File: config.mk
export PLATFORM = sky130hd
export DESIGN_NAME = sato_top
export DESIGN_NICKNAME = d
export VERILOG_FILES = /design/src/rtl/sato_pkg.sv /design/src/rtl/sato_top.sv /design/src/rtl/sato_rotate.sv
export VERILOG_INCLUDE_DIRS = /design/src /design/src/rtl
export SDC_FILE = /design/constraint.sdc
export NUM_CORES = 1
export LEC_CHECK = 0
export CAP_MARGIN = 20
export CORE_UTILIZATION = 55
export CTS_CLUSTER_DIAMETER = 60
export DETAILED_ROUTE_END_ITERATION = 7
export DONT_BUFFER_PORTS = 1
export PLACE_DENSITY = 0.7
export SLEW_MARGIN = 15
export SYNTH_ARGS = -nofsm -noshare
export SYNTH_HDL_FRONTEND = slang
export SYNTH_HIERARCHICAL = 1
export SYNTH_SLANG_ARGS = --single-unit
File: constraint.sdc
create_clock -name core_clk -period 2.9 [get_ports core_clk]
set_clock_uncertainty 0.1 [all_clocks]
set_input_delay 0.29 -clock core_clk [delete_from_list [all_inputs] [get_ports core_clk]]
set_output_delay 0.29 -clock core_clk [all_outputs]
set_load 0.005 [all_outputs]
File: src/rtl/sato_defs.svh
`ifndef SATO_DEFS_SVH
`define SATO_DEFS_SVH

// Register indices; byte address is four times the index
`define SATO_IDX_CAL_DAC 8'h21
`define SATO_IDX_LOOP_VCO 8'h22
`define SATO_IDX_OSC_CUR 8'h23
`define SATO_IDX_PUMP_MIX 8'h24
`define SATO_IDX_ADC_CTL 8'h25
`define SATO_IDX_IFACE 8'h30
`define SATO_IDX_CAL_STAT 8'h31

// Reset values of the writable registers
`define SATO_RST_CAL_DAC 8'h4D
`define SATO_RST_LOOP_VCO 8'h10
`define SATO_RST_OSC_CUR 8'h06
`define SATO_RST_PUMP_MIX 8'h00
`define SATO_RST_ADC_CTL 8'h40
`define SATO_RST_IFACE 8'h00

// Field positions, calibration DAC and pump register
`define SATO_F_DAC_MSB 7
`define SATO_F_DAC_LSB 4
`define SATO_F_PCUR_MSB 3
`define SATO_F_PCUR_LSB 0
// Loop and oscillator array register
`define SATO_F_LOOP_OPEN 7
`define SATO_F_PCUR_SEL 6
`define SATO_F_ARR_SEL 5
`define SATO_F_ARR_MSB 4
`define SATO_F_ARR_LSB 0
// Oscillator current register
`define SATO_F_MAN_CAL 7
`define SATO_F_CUR_SEL 6
`define SATO_F_CUR_MSB 5
`define SATO_F_CUR_LSB 0
// Pump and mixer test register
`define SATO_F_PUMP_DIS 7
`define SATO_F_PUMP_UP 6
`define SATO_F_PUMP_DN 5
`define SATO_F_MIX_MSB 4
`define SATO_F_MIX_LSB 3
`define SATO_F_MIX_EN 2
`define SATO_F_FILT_CON 1
`define SATO_F_ADC_CON 0
// ADC and synthesizer test register
`define SATO_F_FCOMP_EN 7
`define SATO_F_DITHER 6
`define SATO_F_ADC_OUT 5
`define SATO_F_CHOP_OFF 4
`define SATO_F_SHAPE_OFF 3
`define SATO_F_VCM_OFF 2
`define SATO_F_ROT_MSB 1
`define SATO_F_ROT_LSB 0
// Interface register test module bits
`define SATO_F_TPD 3
`define SATO_F_TMODE_MSB 2
`define SATO_F_TMODE_LSB 0

// Bus responses
`define SATO_RESP_OKAY 2'b00
`define SATO_RESP_SLVERR 2'b10

`endif

File: src/rtl/sato_pkg.sv
package sato_pkg;
  // Read channel state, one-hot
  typedef enum logic [1:0] {
    SATO_RD_IDLE = 2'b01,
    SATO_RD_DATA = 2'b10
  } sato_rd_state_t;
  // Bank slot number; 6 is status, 7 unmapped
  typedef logic [2:0] sato_slot_t;
endpackage : sato_pkg

File: src/rtl/sato_top.sv
// Operation
// - Loop open drives DAC from override field
// - Loop-open bit opens PLL; resets closed
// - Pump select picks calibrated or override current
// - Array select picks calibrated or override array
// - Current select picks calibrated or override current
// - Pump disable and forced up/down currents
// - Mixer DC test forces I/Q signs
// - Test module connects to filter or ADC
// - Interface bits drive test module when connected
// - Frequency comparator output when enabled
// - Delta-sigma dither on by default
// - ADC test puts samples on pins
// - Three ADC shaping disable bits
// - Rotation field selects input rotation sequence
`timescale 1ns/100ps
`include "sato_defs.svh"

module sato_top (
  // Clock and reset
  input wire logic core_clk,
  input wire logic reset,
  // AXI4-Lite write address and data
  input wire logic [9:0] s_axi_awaddr,
  input wire logic s_axi_awvalid,
  output logic s_axi_awready,
  input wire logic [31:0] s_axi_wdata,
  input wire logic [3:0] s_axi_wstrb,
  input wire logic s_axi_wvalid,
  output logic s_axi_wready,
  // AXI4-Lite write response
  output logic [1:0] s_axi_bresp,
  output logic s_axi_bvalid,
  input wire logic s_axi_bready,
  // AXI4-Lite read
  input wire logic [9:0] s_axi_araddr,
  input wire logic s_axi_arvalid,
  output logic s_axi_arready,
  output logic [31:0] s_axi_rdata,
  output logic [1:0] s_axi_rresp,
  output logic s_axi_rvalid,
  input wire logic s_axi_rready,
  // Calibrated values from the synthesizer calibration
  input wire logic [3:0] cal_dac_cal,
  input wire logic [3:0] pump_current_cal,
  input wire logic [4:0] osc_array_cal,
  input wire logic [5:0] osc_current_cal,
  input wire logic osc_cal_comparator,
  // Phase detector and ADC sources
  input wire logic freq_comp,
  input wire logic adc_sample_lock,
  input wire logic adc_sample_data,
  input wire logic adc_clk_level,
  input wire logic adc_rot_step,
  // Normal pin sources
  input wire logic lock_normal,
  input wire logic data_normal,
  input wire logic data_clock_normal,
  // Applied synthesizer settings
  output logic pll_loop_open,
  output logic [3:0] cal_dac_applied,
  output logic [3:0] pump_current_applied,
  output logic [4:0] osc_array_applied,
  output logic [5:0] osc_current_applied,
  output logic osc_cal_clock,
  // Charge pump and mixer test
  output logic pump_disable,
  output logic pump_force_up,
  output logic pump_force_down,
  output logic mixer_dc_test_en,
  output logic mixer_i_pos,
  output logic mixer_q_pos,
  // Analog test module
  output logic filter_test_connect,
  output logic adc_test_connect,
  output logic test_module_powerdown,
  output logic [2:0] test_mode,
  // Synthesizer and ADC test
  output logic freq_comp_out,
  output logic sigma_delta_dither_en,
  output logic integrator_chop_off,
  output logic feedback_shaping_off,
  output logic common_mode_rotation_off,
  output logic [1:0] adc_rotation,
  // Device pins
  output logic lock_pin,
  output logic data_pin,
  output logic data_clock_pin
);

  // Register bank: five test registers and interface register
  logic [7:0] bank_r [0:5];
  // Held write address, data and strobe
  logic aw_held_r;
  logic w_held_r;
  logic [7:0] aw_idx_r;
  logic [7:0] wdata_r;
  logic wstrb0_r;
  // Read channel
  sato_pkg::sato_rd_state_t rd_state_r;
  // Manual calibration capture
  logic cur_sel_prev_r;
  logic comp_sample_r;
  logic [3:0] sample_cnt_r;
  logic do_write;
  sato_pkg::sato_slot_t wr_slot;
  sato_pkg::sato_slot_t rd_slot;

  // Index to bank slot; shared by both channels
  function automatic sato_pkg::sato_slot_t slot_of(input logic [7:0] idx);
    sato_pkg::sato_slot_t s;
    s = 3'h7;
    if (idx == `SATO_IDX_CAL_DAC) s = 3'h0;
    if (idx == `SATO_IDX_LOOP_VCO) s = 3'h1;
    if (idx == `SATO_IDX_OSC_CUR) s = 3'h2;
    if (idx == `SATO_IDX_PUMP_MIX) s = 3'h3;
    if (idx == `SATO_IDX_ADC_CTL) s = 3'h4;
    if (idx == `SATO_IDX_IFACE) s = 3'h5;
    if (idx == `SATO_IDX_CAL_STAT) s = 3'h6;
    return s;
  endfunction : slot_of

  // Reset value of a bank slot
  function automatic logic [7:0] reset_of(input int slot);
    logic [7:0] v;
    v = `SATO_RST_IFACE;
    if (slot == 0) v = `SATO_RST_CAL_DAC;
    if (slot == 1) v = `SATO_RST_LOOP_VCO;
    if (slot == 2) v = `SATO_RST_OSC_CUR;
    if (slot == 3) v = `SATO_RST_PUMP_MIX;
    if (slot == 4) v = `SATO_RST_ADC_CTL;
    return v;
  endfunction : reset_of

  // Field taps from the bank
  logic loop_open;
  logic cur_sel;
  logic manual_osc_cal_en;
  logic [1:0] mixer_dc_code;
  logic test_linked;
  assign loop_open = bank_r[1][`SATO_F_LOOP_OPEN];
  assign cur_sel = bank_r[2][`SATO_F_CUR_SEL];
  assign manual_osc_cal_en = bank_r[2][`SATO_F_MAN_CAL];
  assign mixer_dc_code = bank_r[3][`SATO_F_MIX_MSB:`SATO_F_MIX_LSB];
  assign test_linked = bank_r[3][`SATO_F_FILT_CON] |
                       bank_r[3][`SATO_F_ADC_CON];

  // Bus handshakes; a channel stalls while its item is held
  assign s_axi_awready = !aw_held_r && !s_axi_bvalid;
  assign s_axi_wready = !w_held_r && !s_axi_bvalid;
  assign s_axi_arready = (rd_state_r == sato_pkg::SATO_RD_IDLE);
  assign do_write = aw_held_r && w_held_r;
  assign wr_slot = slot_of(aw_idx_r);
  assign rd_slot = slot_of(s_axi_araddr[9:2]);

  // Capture write address, either order with data
  always_ff @(posedge core_clk) begin
    if (reset) begin
      aw_held_r <= 1'b0;
      aw_idx_r <= 8'h00;
    end else if (do_write) begin
      aw_held_r <= 1'b0;
    end else if (s_axi_awvalid && s_axi_awready) begin
      aw_held_r <= 1'b1;
      aw_idx_r <= s_axi_awaddr[9:2];
    end
  end

  // Capture write data; only the low lane carries bits
  always_ff @(posedge core_clk) begin
    if (reset) begin
      w_held_r <= 1'b0;
      wdata_r <= 8'h00;
      wstrb0_r <= 1'b0;
    end else if (do_write) begin
      w_held_r <= 1'b0;
    end else if (s_axi_wvalid && s_axi_wready) begin
      w_held_r <= 1'b1;
      wdata_r <= s_axi_wdata[7:0];
      wstrb0_r <= s_axi_wstrb[0];
    end
  end

  // Write response; status and unmapped answer with an error
  always_ff @(posedge core_clk) begin
    if (reset) begin
      s_axi_bvalid <= 1'b0;
      s_axi_bresp <= `SATO_RESP_OKAY;
    end else if (do_write) begin
      s_axi_bvalid <= 1'b1;
      s_axi_bresp <= (wr_slot > 3'h5) ? `SATO_RESP_SLVERR
                                      : `SATO_RESP_OKAY;
    end else if (s_axi_bready) begin
      s_axi_bvalid <= 1'b0;
    end
  end

  // Bank storage, one generated register per slot
  genvar g;
  generate
    for (g = 0; g < 6; g++) begin : gen_bank
      always_ff @(posedge core_clk) begin
        if (reset) begin
          bank_r[g] <= reset_of(g);
        end else if (do_write && wstrb0_r &&
                     wr_slot == 3'(g)) begin
          bank_r[g] <= wdata_r;
        end
      end
    end
  endgenerate

  // Read channel; data registered, upper bits zero
  always_ff @(posedge core_clk) begin
    if (reset) begin
      rd_state_r <= sato_pkg::SATO_RD_IDLE;
      s_axi_rdata <= 32'h00000000;
      s_axi_rresp <= `SATO_RESP_OKAY;
    end else begin
      unique case (rd_state_r)
        sato_pkg::SATO_RD_IDLE: begin
          if (s_axi_arvalid) begin
            rd_state_r <= sato_pkg::SATO_RD_DATA;
            s_axi_rresp <= `SATO_RESP_OKAY;
            if (rd_slot < 3'h6) begin
              s_axi_rdata <= {24'h000000, bank_r[rd_slot]};
            end else if (rd_slot == 3'h6) begin
              s_axi_rdata <= {24'h000000, sample_cnt_r, 3'h0,
                              comp_sample_r};
            end else begin
              // Unmapped address reads zero with an error
              s_axi_rdata <= 32'h00000000;
              s_axi_rresp <= `SATO_RESP_SLVERR;
            end
          end
        end
        sato_pkg::SATO_RD_DATA: begin
          if (s_axi_rready) begin
            rd_state_r <= sato_pkg::SATO_RD_IDLE;
          end
        end
      endcase
    end
  end
  assign s_axi_rvalid = (rd_state_r == sato_pkg::SATO_RD_DATA);

  // Synthesizer overrides, registered so outputs never glitch
  always_ff @(posedge core_clk) begin
    if (reset) begin
      pll_loop_open <= 1'b0;
      cal_dac_applied <= 4'h0;
      pump_current_applied <= 4'h0;
      osc_array_applied <= 5'h00;
      osc_current_applied <= 6'h00;
    end else begin
      pll_loop_open <= loop_open;
      cal_dac_applied <= loop_open ?
        bank_r[0][`SATO_F_DAC_MSB:`SATO_F_DAC_LSB] : cal_dac_cal;
      pump_current_applied <= bank_r[1][`SATO_F_PCUR_SEL] ?
        bank_r[0][`SATO_F_PCUR_MSB:`SATO_F_PCUR_LSB] :
        pump_current_cal;
      osc_array_applied <= bank_r[1][`SATO_F_ARR_SEL] ?
        bank_r[1][`SATO_F_ARR_MSB:`SATO_F_ARR_LSB] :
        osc_array_cal;
      osc_current_applied <= cur_sel ?
        bank_r[2][`SATO_F_CUR_MSB:`SATO_F_CUR_LSB] :
        osc_current_cal;
    end
  end

  // Manual calibration clock follows the select bit while the manual calibration enable is set
  always_ff @(posedge core_clk) begin
    if (reset) begin
      osc_cal_clock <= 1'b0;
      cur_sel_prev_r <= 1'b0;
    end else begin
      osc_cal_clock <= manual_osc_cal_en && cur_sel;
      cur_sel_prev_r <= cur_sel;
    end
  end

  // Falling select samples the comparator; count wraps at 16
  always_ff @(posedge core_clk) begin
    if (reset) begin
      comp_sample_r <= 1'b0;
      sample_cnt_r <= 4'h0;
    end else if (manual_osc_cal_en && cur_sel_prev_r && !cur_sel) begin
      comp_sample_r <= osc_cal_comparator;
      sample_cnt_r <= sample_cnt_r + 4'h1;
    end
  end

  // Pump and mixer forcing
  always_ff @(posedge core_clk) begin
    if (reset) begin
      pump_disable <= 1'b0;
      pump_force_up <= 1'b0;
      pump_force_down <= 1'b0;
      mixer_dc_test_en <= 1'b0;
      mixer_i_pos <= 1'b0;
      mixer_q_pos <= 1'b0;
    end else begin
      pump_disable <= bank_r[3][`SATO_F_PUMP_DIS];
      pump_force_up <= bank_r[3][`SATO_F_PUMP_UP];
      pump_force_down <= bank_r[3][`SATO_F_PUMP_DN];
      mixer_dc_test_en <= bank_r[3][`SATO_F_MIX_EN];
      // Code bit 1 is the I sign, bit 0 the Q sign
      mixer_i_pos <= bank_r[3][`SATO_F_MIX_EN] & mixer_dc_code[1];
      mixer_q_pos <= bank_r[3][`SATO_F_MIX_EN] & mixer_dc_code[0];
    end
  end

  // Analog test module routing and control
  always_ff @(posedge core_clk) begin
    if (reset) begin
      filter_test_connect <= 1'b0;
      adc_test_connect <= 1'b0;
      test_module_powerdown <= 1'b1;
      test_mode <= 3'h4;
    end else begin
      filter_test_connect <= bank_r[3][`SATO_F_FILT_CON];
      adc_test_connect <= bank_r[3][`SATO_F_ADC_CON];
      if (test_linked) begin
        test_module_powerdown <= bank_r[5][`SATO_F_TPD];
        test_mode <= bank_r[5][`SATO_F_TMODE_MSB:`SATO_F_TMODE_LSB];
      end else begin
        // Unconnected module kept powered down
        test_module_powerdown <= 1'b1;
        test_mode <= {1'b1,
          bank_r[5][`SATO_F_TMODE_MSB-1:`SATO_F_TMODE_LSB]};
      end
    end
  end

  // Synthesizer and ADC option outputs
  always_ff @(posedge core_clk) begin
    if (reset) begin
      freq_comp_out <= 1'b0;
      sigma_delta_dither_en <= 1'b1;
      integrator_chop_off <= 1'b0;
      feedback_shaping_off <= 1'b0;
      common_mode_rotation_off <= 1'b0;
    end else begin
      freq_comp_out <= bank_r[4][`SATO_F_FCOMP_EN] & freq_comp;
      sigma_delta_dither_en <= bank_r[4][`SATO_F_DITHER];
      integrator_chop_off <= bank_r[4][`SATO_F_CHOP_OFF];
      feedback_shaping_off <= bank_r[4][`SATO_F_SHAPE_OFF];
      common_mode_rotation_off <= bank_r[4][`SATO_F_VCM_OFF];
    end
  end

  // Pin multiplexing for ADC test output
  always_ff @(posedge core_clk) begin
    if (reset) begin
      lock_pin <= 1'b0;
      data_pin <= 1'b0;
      data_clock_pin <= 1'b0;
    end else if (bank_r[4][`SATO_F_ADC_OUT]) begin
      lock_pin <= adc_sample_lock;
      data_pin <= adc_sample_data;
      data_clock_pin <= adc_clk_level;
    end else begin
      lock_pin <= lock_normal;
      data_pin <= data_normal;
      data_clock_pin <= data_clock_normal;
    end
  end

  // Input rotation sequencer
  sato_rotate u_rotate (
    .core_clk(core_clk),
    .reset(reset),
    .step(adc_rot_step),
    .mode(bank_r[4][`SATO_F_ROT_MSB:`SATO_F_ROT_LSB]),
    .pos(adc_rotation)
  );

  // Checks
  chk_dac_override: assert property (@(posedge core_clk) disable iff (reset)
    loop_open |=> cal_dac_applied ==
      $past(bank_r[0][`SATO_F_DAC_MSB:`SATO_F_DAC_LSB]))
    else $error("DAC override not applied");

  chk_loop_state: assert property (@(posedge core_clk) disable iff (reset)
    $rose(loop_open) |=> pll_loop_open ##1 pll_loop_open || !loop_open)
    else $error("Loop open not followed");

  chk_pump_current: assert property (@(posedge core_clk) disable iff (reset)
    !bank_r[1][`SATO_F_PCUR_SEL] |=>
      pump_current_applied == $past(pump_current_cal))
    else $error("Calibrated pump current not used");

  chk_array_override: assert property (@(posedge core_clk) disable iff (reset)
    bank_r[1][`SATO_F_ARR_SEL] |=> osc_array_applied ==
      $past(bank_r[1][`SATO_F_ARR_MSB:`SATO_F_ARR_LSB]))
    else $error("Array override not applied");

  chk_current_select: assert property (@(posedge core_clk) disable iff (reset)
    !cur_sel |=> osc_current_applied == $past(osc_current_cal))
    else $error("Calibrated current not used");

  chk_cal_sample: assert property (@(posedge core_clk) disable iff (reset)
    manual_osc_cal_en && $fell(cur_sel) |=>
      sample_cnt_r == $past(sample_cnt_r) + 4'h1)
    else $error("Falling select did not sample");

  chk_mixer_code: assert property (@(posedge core_clk) disable iff (reset)
    bank_r[3][`SATO_F_MIX_EN] |=>
      {mixer_i_pos, mixer_q_pos} == $past(mixer_dc_code))
    else $error("Mixer code not forced");

  chk_test_park: assert property (@(posedge core_clk) disable iff (reset)
    !test_linked |=> test_module_powerdown && test_mode[2])
    else $error("Test module not parked");

  chk_adc_pins: assert property (@(posedge core_clk) disable iff (reset)
    bank_r[4][`SATO_F_ADC_OUT] |=> data_clock_pin == $past(adc_clk_level)
      && data_pin == $past(adc_sample_data)
      && lock_pin == $past(adc_sample_lock))
    else $error("ADC test pins wrong");

  chk_write_resp: assert property (@(posedge core_clk) disable iff (reset)
    do_write |=> s_axi_bvalid && !aw_held_r && !w_held_r)
    else $error("Write response missing");

endmodule : sato_top

File: src/rtl/sato_rotate.sv
`timescale 1ns/100ps
`include "sato_defs.svh"

module sato_rotate (
  // Clock and reset
  input wire logic core_clk,
  input wire logic reset,
  // Control
  input wire logic step,
  input wire logic [1:0] mode,
  // Rotation position
  output logic [1:0] pos
);

  // Step counter; kept across mode changes
  logic [1:0] idx_r;

  // Position for a mode and step
  function automatic logic [1:0] rot_code(input logic [1:0] m,
                                          input logic [1:0] i);
    logic [1:0] c;
    c = 2'h0;
    unique case (m)
      2'h0: c = i;
      2'h1: c = (i == 2'h0) ? 2'h0 : (i == 2'h1) ? 2'h2 :
                (i == 2'h2) ? 2'h3 : 2'h1;
      2'h2: c = 2'h0;
      2'h3: c = i[0] ? 2'h2 : 2'h0;
    endcase
    return c;
  endfunction : rot_code

  // Advance on each ADC step
  always_ff @(posedge core_clk) begin
    if (reset) begin
      idx_r <= 2'h0;
    end else if (step) begin
      idx_r <= idx_r + 2'h1;
    end
  end

  // Registered position, sequence by mode
  always_ff @(posedge core_clk) begin
    if (reset) begin
      pos <= 2'h0;
    end else begin
      pos <= rot_code(mode, idx_r);
    end
  end

endmodule : sato_rotate

==> results of run 1 <==
## sequential cells by signal, summed over array words and instances (netlist names), 2 cells and up
name	count
osc_current_applied	6
rd_state_r	2
aw_idx_r	8
u_rotate/pos	2
wdata_r	8
osc_array_applied	5
pump_current_applied	4
test_mode	3
sample_cnt_r	4
cal_dac_applied	4
s_axi_rdata	8
bank_r	48
u_rotate/idx_r	2
## layer usage
metal / part of all wire [%] / wire [um]
met5: 0 / 0
met4: 1.6 / 216
met3: 9.3 / 1266
met2: 46 / 6215
met1: 43 / 5856
## logic make-up (layout without fill, tap and decap cells)
logic type	count (synthesis)	in the layout	synth area share, %
simple gates	243	243	22.83
flops	131	131	53.07
compound gates	101	101	11.75
buf+inv	63	92	5.757
mux	28	28	4.836
xor+xnor	7	7	1.049
fa+ha+maj	3	3	0.6421
other cells	1	26	0.06414
## through the flow
stage               std cells  utilization (%)
detailed placement        684            56.33
finish                    767            66.50
floorplan                 602                -
CTS                       767            66.50
global route              767            66.50
global placement          684            56.33
## cells in the final DEF (no fill, tap or decap), types with 12 or more instances in the layout
| cell | Yosys | layout |
|---|---|---|
| sky130_fd_sc_hd__dfxtp_1 | 83 | 83 |
| sky130_fd_sc_hd__clkbuf_16 | 0 | 17 |
| sky130_fd_sc_hd__conb_1 | 1 | 26 |
| sky130_fd_sc_hd__nand2b_1 | 16 | 16 |
| sky130_fd_sc_hd__edfxtp_1 | 48 | 48 |
| sky130_fd_sc_hd__a211oi_1 | 14 | 14 |
| sky130_fd_sc_hd__dlygate4sd3_1 | 0 | 50 |
| sky130_fd_sc_hd__a21oi_1 | 29 | 29 |
| sky130_fd_sc_hd__o21ai_0 | 12 | 12 |
| sky130_fd_sc_hd__nor2_1 | 60 | 60 |
| sky130_fd_sc_hd__mux2i_1 | 26 | 26 |
| sky130_fd_sc_hd__nand2_1 | 55 | 55 |
| sky130_fd_sc_hd__nor2b_1 | 17 | 17 |
| sky130_fd_sc_hd__and2_1 | 46 | 46 |
## worst min path at each step
stage	slack, ns	endpoint	cells after the start
2_1_floorplan	0.25	u_rotate/pos[0]$_SDFF_PP0_	1
3_3_place_gp	0.26	u_rotate/pos[0]$_SDFF_PP0_	1
3_5_place_dp	0.26	u_rotate/pos[0]$_SDFF_PP0_	1
4_1_cts	0.004	s_axi_rresp[1]$_SDFFE_PP0P_	3
5_1_grt	0.04	s_axi_rdata[0]$_SDFFE_PP0P_	3
6_report	0.02	s_axi_rresp[1]$_SDFFE_PP0P_	3
## worst min-delay path, delay by kind of cell
family           cells  cell delay [ns]
and+or+nand+nor      3             0.30
## power groups by stage
stage | Clock (mW) | Combinational, mW | Sequential [mW]
2_1_floorplan | 0 | 0.249 | 2.06
3_3_place_gp | 0 | 0.208 | 2.11
3_5_place_dp | 0 | 0.215 | 2.11
4_1_cts | 1.88 | 0.293 | 2.07
5_1_grt | 1.98 | 0.330 | 2.08
6_report | 1.87 | 0.298 | 2.07
## cell type report
cell class,count,area (um2)
Clock buffer,22,464.2
Clock inverter,10,57.56
Fill cell,789,3458
Inverter,7,26.28
Multi-Input combinational cell,408,2501
Sequential cell,131,3103
Tap cell,136,170.2
Timing Repair Buffer,53,543.0
==> impl_summary.log, run 1 <==
INFO  metric numPortBuffers = 0
INFO  metric ff2ff_setup_slack = 0.47 ns
INFO  metric worst_ep_arrival_time = between 2 and 3 ns
INFO  metric internal-power = ~3.2 mW
INFO  metric layout-drive-gt1-share = between 8 and 9%
INFO  metric cellLeakagePower = 2.568 nW
INFO  metric post-dp-hpwl = 8974 um
INFO  metric placement_rows = 37
INFO  metric first_iter_violations = between 300 and 400
INFO  metric cts_htree_levels = 4
INFO  metric synth_top_cells_by_count = 83 x sky130_fd_sc_hd__dfxtp_1, 60 x sky130_fd_sc_hd__nor2_1, 55 x sky130_fd_sc_hd__nand2_1
INFO  metric rsz0062_at_grt = no
INFO  metric r2r_start = aw_idx_r[0]$_SDFFE_PP0P_
INFO  metric cts_repair_resizes = 0
INFO  metric post-synth-top-area-fraction = ~28%
INFO  metric overflow = 0
INFO  metric crit_chain = or3b_1 > a2111oi_4 > nand2b_4 > nor4_4 > nand2b_1
INFO  metric areaGrowthSynthToFinish = 17.42%
INFO  metric critical-path-top-delay-family = simple AND/OR/NAND/NOR gates
INFO  metric clock_sink_count = 131
INFO  metric use_met3 = under 10%
INFO  metric post-route-drc-count = 0
INFO  metric run_status = complete, no violations
INFO  metric synth_area_leaders = sky130_fd_sc_hd__dfxtp_1 28%, sky130_fd_sc_hd__edfxtp_1 25%, sky130_fd_sc_hd__and2_1 4.9%, sky130_fd_sc_hd__mux2i_1 4.5%, sky130_fd_sc_hd__nor2_1 3.9%
INFO  metric busiest_layer = met2
INFO  metric finalWeightedCongestion = about 0.9
INFO  metric grt_antenna_before_repair = 0
INFO  metric setup_slack = around 0.47 ns
INFO  metric routed_antenna_nets = 0
INFO  metric num_antenna_cells = 0
INFO  metric finalPower = 4.237 mW
INFO  metric critPathCapture = bank_r[1][4]$_SDFFCE_PN1P_
INFO  metric accumulated_negative_setup_slack = 0 ns
INFO  metric ys_ff_latch = around 130
INFO  metric post_drt_via_cell_ratio = 5.553
INFO  metric syn_inst = around 580
INFO  metric power.density = slightly above 600 nW/um2
INFO  metric finalHoldViolations = 0
INFO  metric layout.nets = roughly 700
INFO  metric cp-end-kind = flip-flop
INFO  metric irDropWorstVdd = roughly 0.38 mV
INFO  metric clock_power_share = ~44%
INFO  metric floorplan.initialDensity = between 50 and 60%
INFO  metric worst_tran_pin_value = about 0.73 ns
INFO  metric reg2reg_to = bank_r[1][4]$_SDFFCE_PN1P_
INFO  metric syn_area_per_cell = roughly 10 um2
INFO  metric max-slew-margin-rel = around 51%
INFO  metric ys_types = 60
INFO  metric worstHoldPathType = input port to flip-flop
INFO  metric power.share.switching = between 20% and 30%
INFO  metric global_route.usage.met2 = about 41%
INFO  metric critical_path_cell_count = 5
INFO  metric cp-start-kind = flip-flop
INFO  metric total_wire_length = 13550 um
INFO  metric post-cts-setup-buffer-count = 0
INFO  metric grt_util_met1 = between 30% and 40%
INFO  metric grt_max_degree = 78
INFO  metric wire_length_of_the_first_global_routing_pass = ~21000 um
INFO  metric worst_hold_startpoint = s_axi_araddr[3]
INFO  metric cts_hold_repair.buffers = slightly above 50
INFO  metric overall_fraction_of_global_route_tracks_in_use = between 20 and 30%
INFO  metric worstSetupStartpoint = aw_idx_r[0]$_SDFFE_PP0P_
INFO  metric slowest_cell_on_the_critical_path = sky130_fd_sc_hd__a2111oi_4
INFO  metric ys.warnings.count = 6
INFO  metric clk_lat_worst_skew = ~0.52 ns
INFO  metric pre_cts_ws = 0.4814 ns
INFO  metric share_comb_of_total_power = 7.0%
INFO  metric postPlaceCellArea = 5816 um2
INFO  metric tritoncts = built
INFO  metric cts.reportedPaths.clkPinSlew = roughly 0.06 ns
INFO  metric yosysSeqAreaShare = 53.07%
INFO  metric die_w = roughly 110 um
INFO  metric grt_pass1_vias = 4092
INFO  metric min_period_over_period = 83.75%
INFO  metric max-clock-path-buffers = 2
INFO  metric netSwitchingPower = 996.7 uW
INFO  metric post-synth-top-count-cell = sky130_fd_sc_hd__dfxtp_1
INFO  metric post_synthesis_async_set_or_reset_flop_share = 0%
INFO  metric die_height = between 100 and 150 um
INFO  metric syn-cell-area = about 5800 um2
INFO  metric clock_tree.root_cell = sky130_fd_sc_hd__clkbuf_8
INFO  metric slew_violations = 0
INFO  metric synth_edf_count = 48
INFO  metric seq_power_share = about half
INFO  metric synth_largest_area_cell = sky130_fd_sc_hd__dfxtp_1
INFO  metric max-cap-violations = 0
INFO  metric number_of_cells_on_the_worst_reg_to_reg_path = 5
INFO  metric final-setup-viol-count = 0
INFO  metric floorplan.core_area = between 10000 and 15000 um2
INFO  metric die_area = ~11000 um2
INFO  metric max_freq = between 400 and 500 MHz
INFO  metric ios = 175
INFO  metric worst-path-max-fanout = 11
INFO  metric final_design_area_no_fill = approximately 6900 um2
INFO  metric hold_ws = approximately 0.025 ns
INFO  metric layout_min_cycle_time = about 2.4 ns
INFO  metric cp.buffers_inverters = 0
INFO  metric detail_route.first_pass.iterations = 5
INFO  metric tritoncts.num_buffers = 17
INFO  metric timing_worst_setup_path_type = flip-flop to flip-flop
INFO  metric worst_ep_required_time = 3.05 ns
INFO  metric timing.critical_path.slowest_cell_delay = between 0.5 and 0.6 ns
INFO  metric post_drt_wl_per_cell = 17.67 um
INFO  metric num_vias = around 4.3k
INFO  metric dominantRegCellSynth = sky130_fd_sc_hd__dfxtp_1
(Power assumes the default switching activity.)
==> run 2: changes to the inputs <==
PLACE_DENSITY = 0.73   (was 0.7)
clock period = 2.15 ns   (was 2.9 ns; I/O delays follow)
==> run 2 against run 1 <==
The run now ends with design-rule violations, negative setup slack left. Register-to-register slack worse by 0.52 ns. Global-route usage up 1.1 points. Cell area up 6.6%. Final cell count up 4.8%. Non-clock buffer count up 37. Combinational power up 59%. Via count up 6.5%. Worst setup slack worse by 0.52 ns. Count of clock-buffer cells in the layout down 1. Power up 45%. Sequential power up 34%. Routed wire length up 6.6%. Critical endpoint unchanged.
==> impl_summary.log, run 2 (synthesized netlist as in run 1, its figures left out) <==
INFO  metric numPortBuffers = 0 (unchanged)
INFO  metric netSwitchingPower = 1.427 mW (was 996.7 uW)
INFO  metric die_w = 105.1 um (unchanged)
INFO  metric die_area = 11050 um2 (unchanged)
INFO  metric post-dp-hpwl = 9295 um (was 8974 um)
INFO  metric worst_tran_pin_value = 0.6793 ns (was 0.7279 ns)
INFO  metric routed_antenna_nets = 0 (unchanged)
INFO  metric first_iter_violations = 326 (unchanged)
INFO  metric num_antenna_cells = 0 (unchanged)
INFO  metric run_status = finished with violations (was complete, no violations)
INFO  metric place_inst = 707 (was 684)
INFO  metric number_of_cells_on_the_worst_reg_to_reg_path = 7 (was 5)
INFO  metric largest_register = bank_r (unchanged)
INFO  metric post_drt_wl_per_cell = 17.97 um (was 17.67 um)
INFO  metric clock_sink_count = 131 (unchanged)
INFO  metric final_cell_mix = 82 x sky130_fd_sc_hd__dfxtp_1, 60 x sky130_fd_sc_hd__nor2_1, 59 x sky130_fd_sc_hd__dlygate4sd3_1, 55 x sky130_fd_sc_hd__nand2_1, 48 x sky130_fd_sc_hd__edfxtp_1 (was 83 x sky130_fd_sc_hd__dfxtp_1, 60 x sky130_fd_sc_hd__nor2_1, 55 x sky130_fd_sc_hd__nand2_1, 50 x sky130_fd_sc_hd__dlygate4sd3_1, 48 x sky130_fd_sc_hd__edfxtp_1)
INFO  metric num_vias = 4535 (was 4259)
INFO  metric tritoncts.num_buffers = 17 (unchanged)
INFO  metric grt_max_degree = 82 (was 78)
INFO  metric max-slew-margin-rel = 54.37% (was 50.79%)
INFO  metric cp-end-kind = flip-flop (unchanged)
INFO  metric wl_met3 = 1203 um (was 1266 um)
INFO  metric ios = 175 (unchanged)
INFO  metric routedLengthMet1 = 5939 um (was 5856 um)
INFO  metric post-route-drc-count = 1 (was 0)
INFO  metric grt_antenna_before_repair = 0 (unchanged)
INFO  metric floorplan.initialDensity = 56.64% (unchanged)
INFO  metric overall_fraction_of_global_route_tracks_in_use = 26.77% (was 25.71%)
INFO  metric final_design_area_no_fill = 7316 um2 (was 6865 um2)
INFO  metric clock_power_share = 47.1% (was 44.1%)
INFO  metric clock_tree.root_cell = sky130_fd_sc_hd__clkbuf_8 (unchanged)
INFO  metric max-cap-violations = 0 (unchanged)
INFO  metric final-setup-viol-count = 4 (was 0)
INFO  metric share_comb_of_total_power = 7.7% (was 7.0%)
INFO  metric post_drt_via_cell_ratio = 5.641 (was 5.553)
INFO  metric power.share.switching = 23.20% (was 23.53%)
INFO  metric cp-start-kind = flip-flop (unchanged)
INFO  metric internal-power = 4.723 mW (was 3.240 mW)
INFO  metric finalNonFillerCells = 804 (was 767)
INFO  metric failing_checks = design-rule violations, negative setup slack
INFO  metric worst_ep_arrival_time = 2.36 ns (was 2.58 ns)
INFO  metric detail_route.first_pass.iterations = 8 (was 5)
INFO  metric worst-path-max-fanout = 8 (was 11)
INFO  metric finalWeightedCongestion = 0.9170 (was 0.8850)
INFO  metric ff2ff_setup_slack = -0.05 ns (was 0.47 ns)
INFO  metric r2r_start = aw_idx_r[2]$_SDFFE_PP0P_ (was aw_idx_r[0]$_SDFFE_PP0P_)
INFO  metric layout.nets = 749 (was 712)
INFO  metric slew_violations = 0 (unchanged)
INFO  metric min_delay_worst_endpoint = s_axi_rdata[3]$_SDFFE_PP0P_ (was s_axi_rresp[1]$_SDFFE_PP0P_)
INFO  metric areaGrowthSynthToFinish = 25.12% (was 17.42%)
INFO  metric cts_htree_levels = 4 (unchanged)
INFO  metric tritoncts = built (unchanged)
INFO  metric clk_lat_worst_skew = 0.51 ns (was 0.52 ns)
INFO  metric max-clock-path-buffers = 2 (unchanged)
INFO  metric crit_chain = or3b_4 > a2111oi_4 > buf_4 > nand2b_4 > nor4_4 > buf_4 > nand2b_1 (was or3b_1 > a2111oi_4 > nand2b_4 > nor4_4 > nand2b_1)
INFO  metric finalHoldViolations = 0 (unchanged)
INFO  metric postPlaceCellArea = 6013 um2 (was 5816 um2)
INFO  metric max_freq = 455.0 MHz (was 411.7 MHz)
INFO  metric grt_pass1_vias = 4318 (was 4092)
INFO  metric worst_hold_startpoint = s_axi_araddr[3] (unchanged)
INFO  metric overflow = 0 (unchanged)
INFO  metric timing.critical_path.slowest_cell_delay = 0.40 ns (was 0.56 ns)
INFO  metric seq_power_share = 45.3% (was 48.9%)
INFO  metric highest_layer = met4 (unchanged)
INFO  metric irDropWorstVdd = 0.5650 mV (was 0.3790 mV)
INFO  metric worst_ep_required_time = 2.31 ns (was 3.05 ns)
INFO  metric setup_slack = -0.04804 ns (was 0.4713 ns)
INFO  metric worstHoldPathType = input port to flip-flop (unchanged)
INFO  metric wire_length_of_the_first_global_routing_pass = 22630 um (was 21290 um)
INFO  metric placement_rows = 37 (unchanged)
INFO  metric floorplan.core_area = 10320 um2 (unchanged)
INFO  metric power.density = 840.7 nW/um2 (was 617.1 nW/um2)
INFO  metric rsz0062_at_grt = yes (was no)
INFO  metric min_period_over_period = 102.2% (was 83.75%)
INFO  metric layout-drive-gt1-share = 13.17% (was 8.082%)
INFO  metric layout.cells.most_common = sky130_fd_sc_hd__dfxtp_1 (unchanged)
INFO  metric cellLeakagePower = 2.821 nW (was 2.568 nW)
INFO  metric die_height = 105.1 um (unchanged)
INFO  metric holdPathStages = 4 (was 3)
INFO  metric total_wire_length = 14450 um (was 13550 um)
INFO  metric layout_min_cycle_time = 2.198 ns (was 2.429 ns)
INFO  metric crit_path_frequent_cell = sky130_fd_sc_hd__buf_4
INFO  metric reg2reg_to = bank_r[1][4]$_SDFFCE_PN1P_ (unchanged)
INFO  metric slowest_cell_on_the_critical_path = sky130_fd_sc_hd__or3b_4 (was sky130_fd_sc_hd__a2111oi_4)
INFO  metric routed-wl-met2 = 7048 um (was 6215 um)
INFO  metric cts.reportedPaths.clkPinSlew = 0.06 ns (about the same)
INFO  metric largest_register_ffs = 48 (unchanged)
INFO  metric timing_worst_setup_path_type = flip-flop to flip-flop (unchanged)
INFO  metric fillCellCount = 743 (was 789)
## run 2: cell count changes in the layout (fill, tap and decap cells not counted), sizes merged
| cell | before | now |
|---|---|---|
| dlygate4sd3 | 50 | 59 |
| buf | 3 | 31 |
| clkinvlp | 1 | 0 |
| inv | 8 | 11 |
| clkbuf | 22 | 21 |
| clkinv | 8 | 5 |
| bufinv | 0 | 2 |
## run 2: per-layer routing
metal	track usage [%]	up-vias
met5	0	-
met4	8.551	0
met3	5.926	27
met2	44.23	251
met1	34.97	2126
li1	-	2131
## run 2: stage by stage
step | hold WS, ns | util (%) | power [mW] | worst slack, ns | setup TNS, ns
floorplan | 0.1796 | - | 3.117 | 0.006845 | 0
global placement | 0.1900 | 58.25 | 3.150 | -0.02992 | -0.6134
detailed placement | 0.1924 | 58.25 | 3.168 | -0.07938 | -2.038
CTS | 0.003112 | 70.09 | 6.156 | 0.02041 | 0
global route | 0.004771 | 70.86 | 6.345 | -0.1268 | -2.463
finish | 0.0003338 | 70.86 | 6.151 | -0.04804 | -0.06332
## run 2: final cells by class
cell class,count,area (um2),share of cell area [%]
tap,136,170.2,2.326
multi-input combinational,408,2530,34.58
clock buffer,21,480.5,6.567
clock inverter,11,120.1,1.642
inverter,7,26.28,0.3592
sequential,131,3104,42.43
timing repair buffer,90,884.6,12.09
## run 2: how the worst max path moves through the flow
stage,to,start,slack (ns),cells past startpoint
6_report,bank_r[1][4]$_SDFFCE_PN1P_,aw_idx_r[2]$_SDFFE_PP0P_,-0.05,7
3_5_place_dp,bank_r[0][2]$_SDFFCE_PN1P_,aw_idx_r[7]$_SDFFE_PP0P_,-0.08,6
3_3_place_gp,bank_r[3][6]$_SDFFCE_PN0P_,aw_idx_r[7]$_SDFFE_PP0P_,-0.03,4
2_1_floorplan,bank_r[0][0]$_SDFFCE_PN1P_,aw_idx_r[7]$_SDFFE_PP0P_,0.007,5
4_1_cts,bank_r[0][0]$_SDFFCE_PN1P_,aw_idx_r[0]$_SDFFE_PP0P_,0.02,7
5_1_grt,bank_r[1][4]$_SDFFCE_PN1P_,aw_idx_r[0]$_SDFFE_PP0P_,-0.13,7
## run 2: repair_timing
item | CTS | global route
endpoints found under the hold margin | 108 | 16
pin swaps | 1 | 1
setup buffers | 1 | 4
gates resized for setup | 1 | 8
gates cloned | 0 | 0
hold buffers | 59 | 1
setup endpoints to repair | 58 | 60
## run 2: power groups by stage
stage          Clock, mW  Combinational [mW]  Sequential [mW]
3_3_place_gp           0               0.321             2.83
3_5_place_dp           0               0.335             2.83
5_1_grt             3.03               0.519             2.79
4_1_cts             2.92               0.454             2.78
6_report            2.89               0.473             2.78
2_1_floorplan          0               0.336             2.78
## run 2: critical path, delay by kind of cell (launching register included)
family	cells	cell delay [ns]
buffers and inverters	2	0.37
AND/OR/NAND/NOR	4	0.81
AO/OA/AOI/OAI	1	0.35
flip-flops	1	0.33
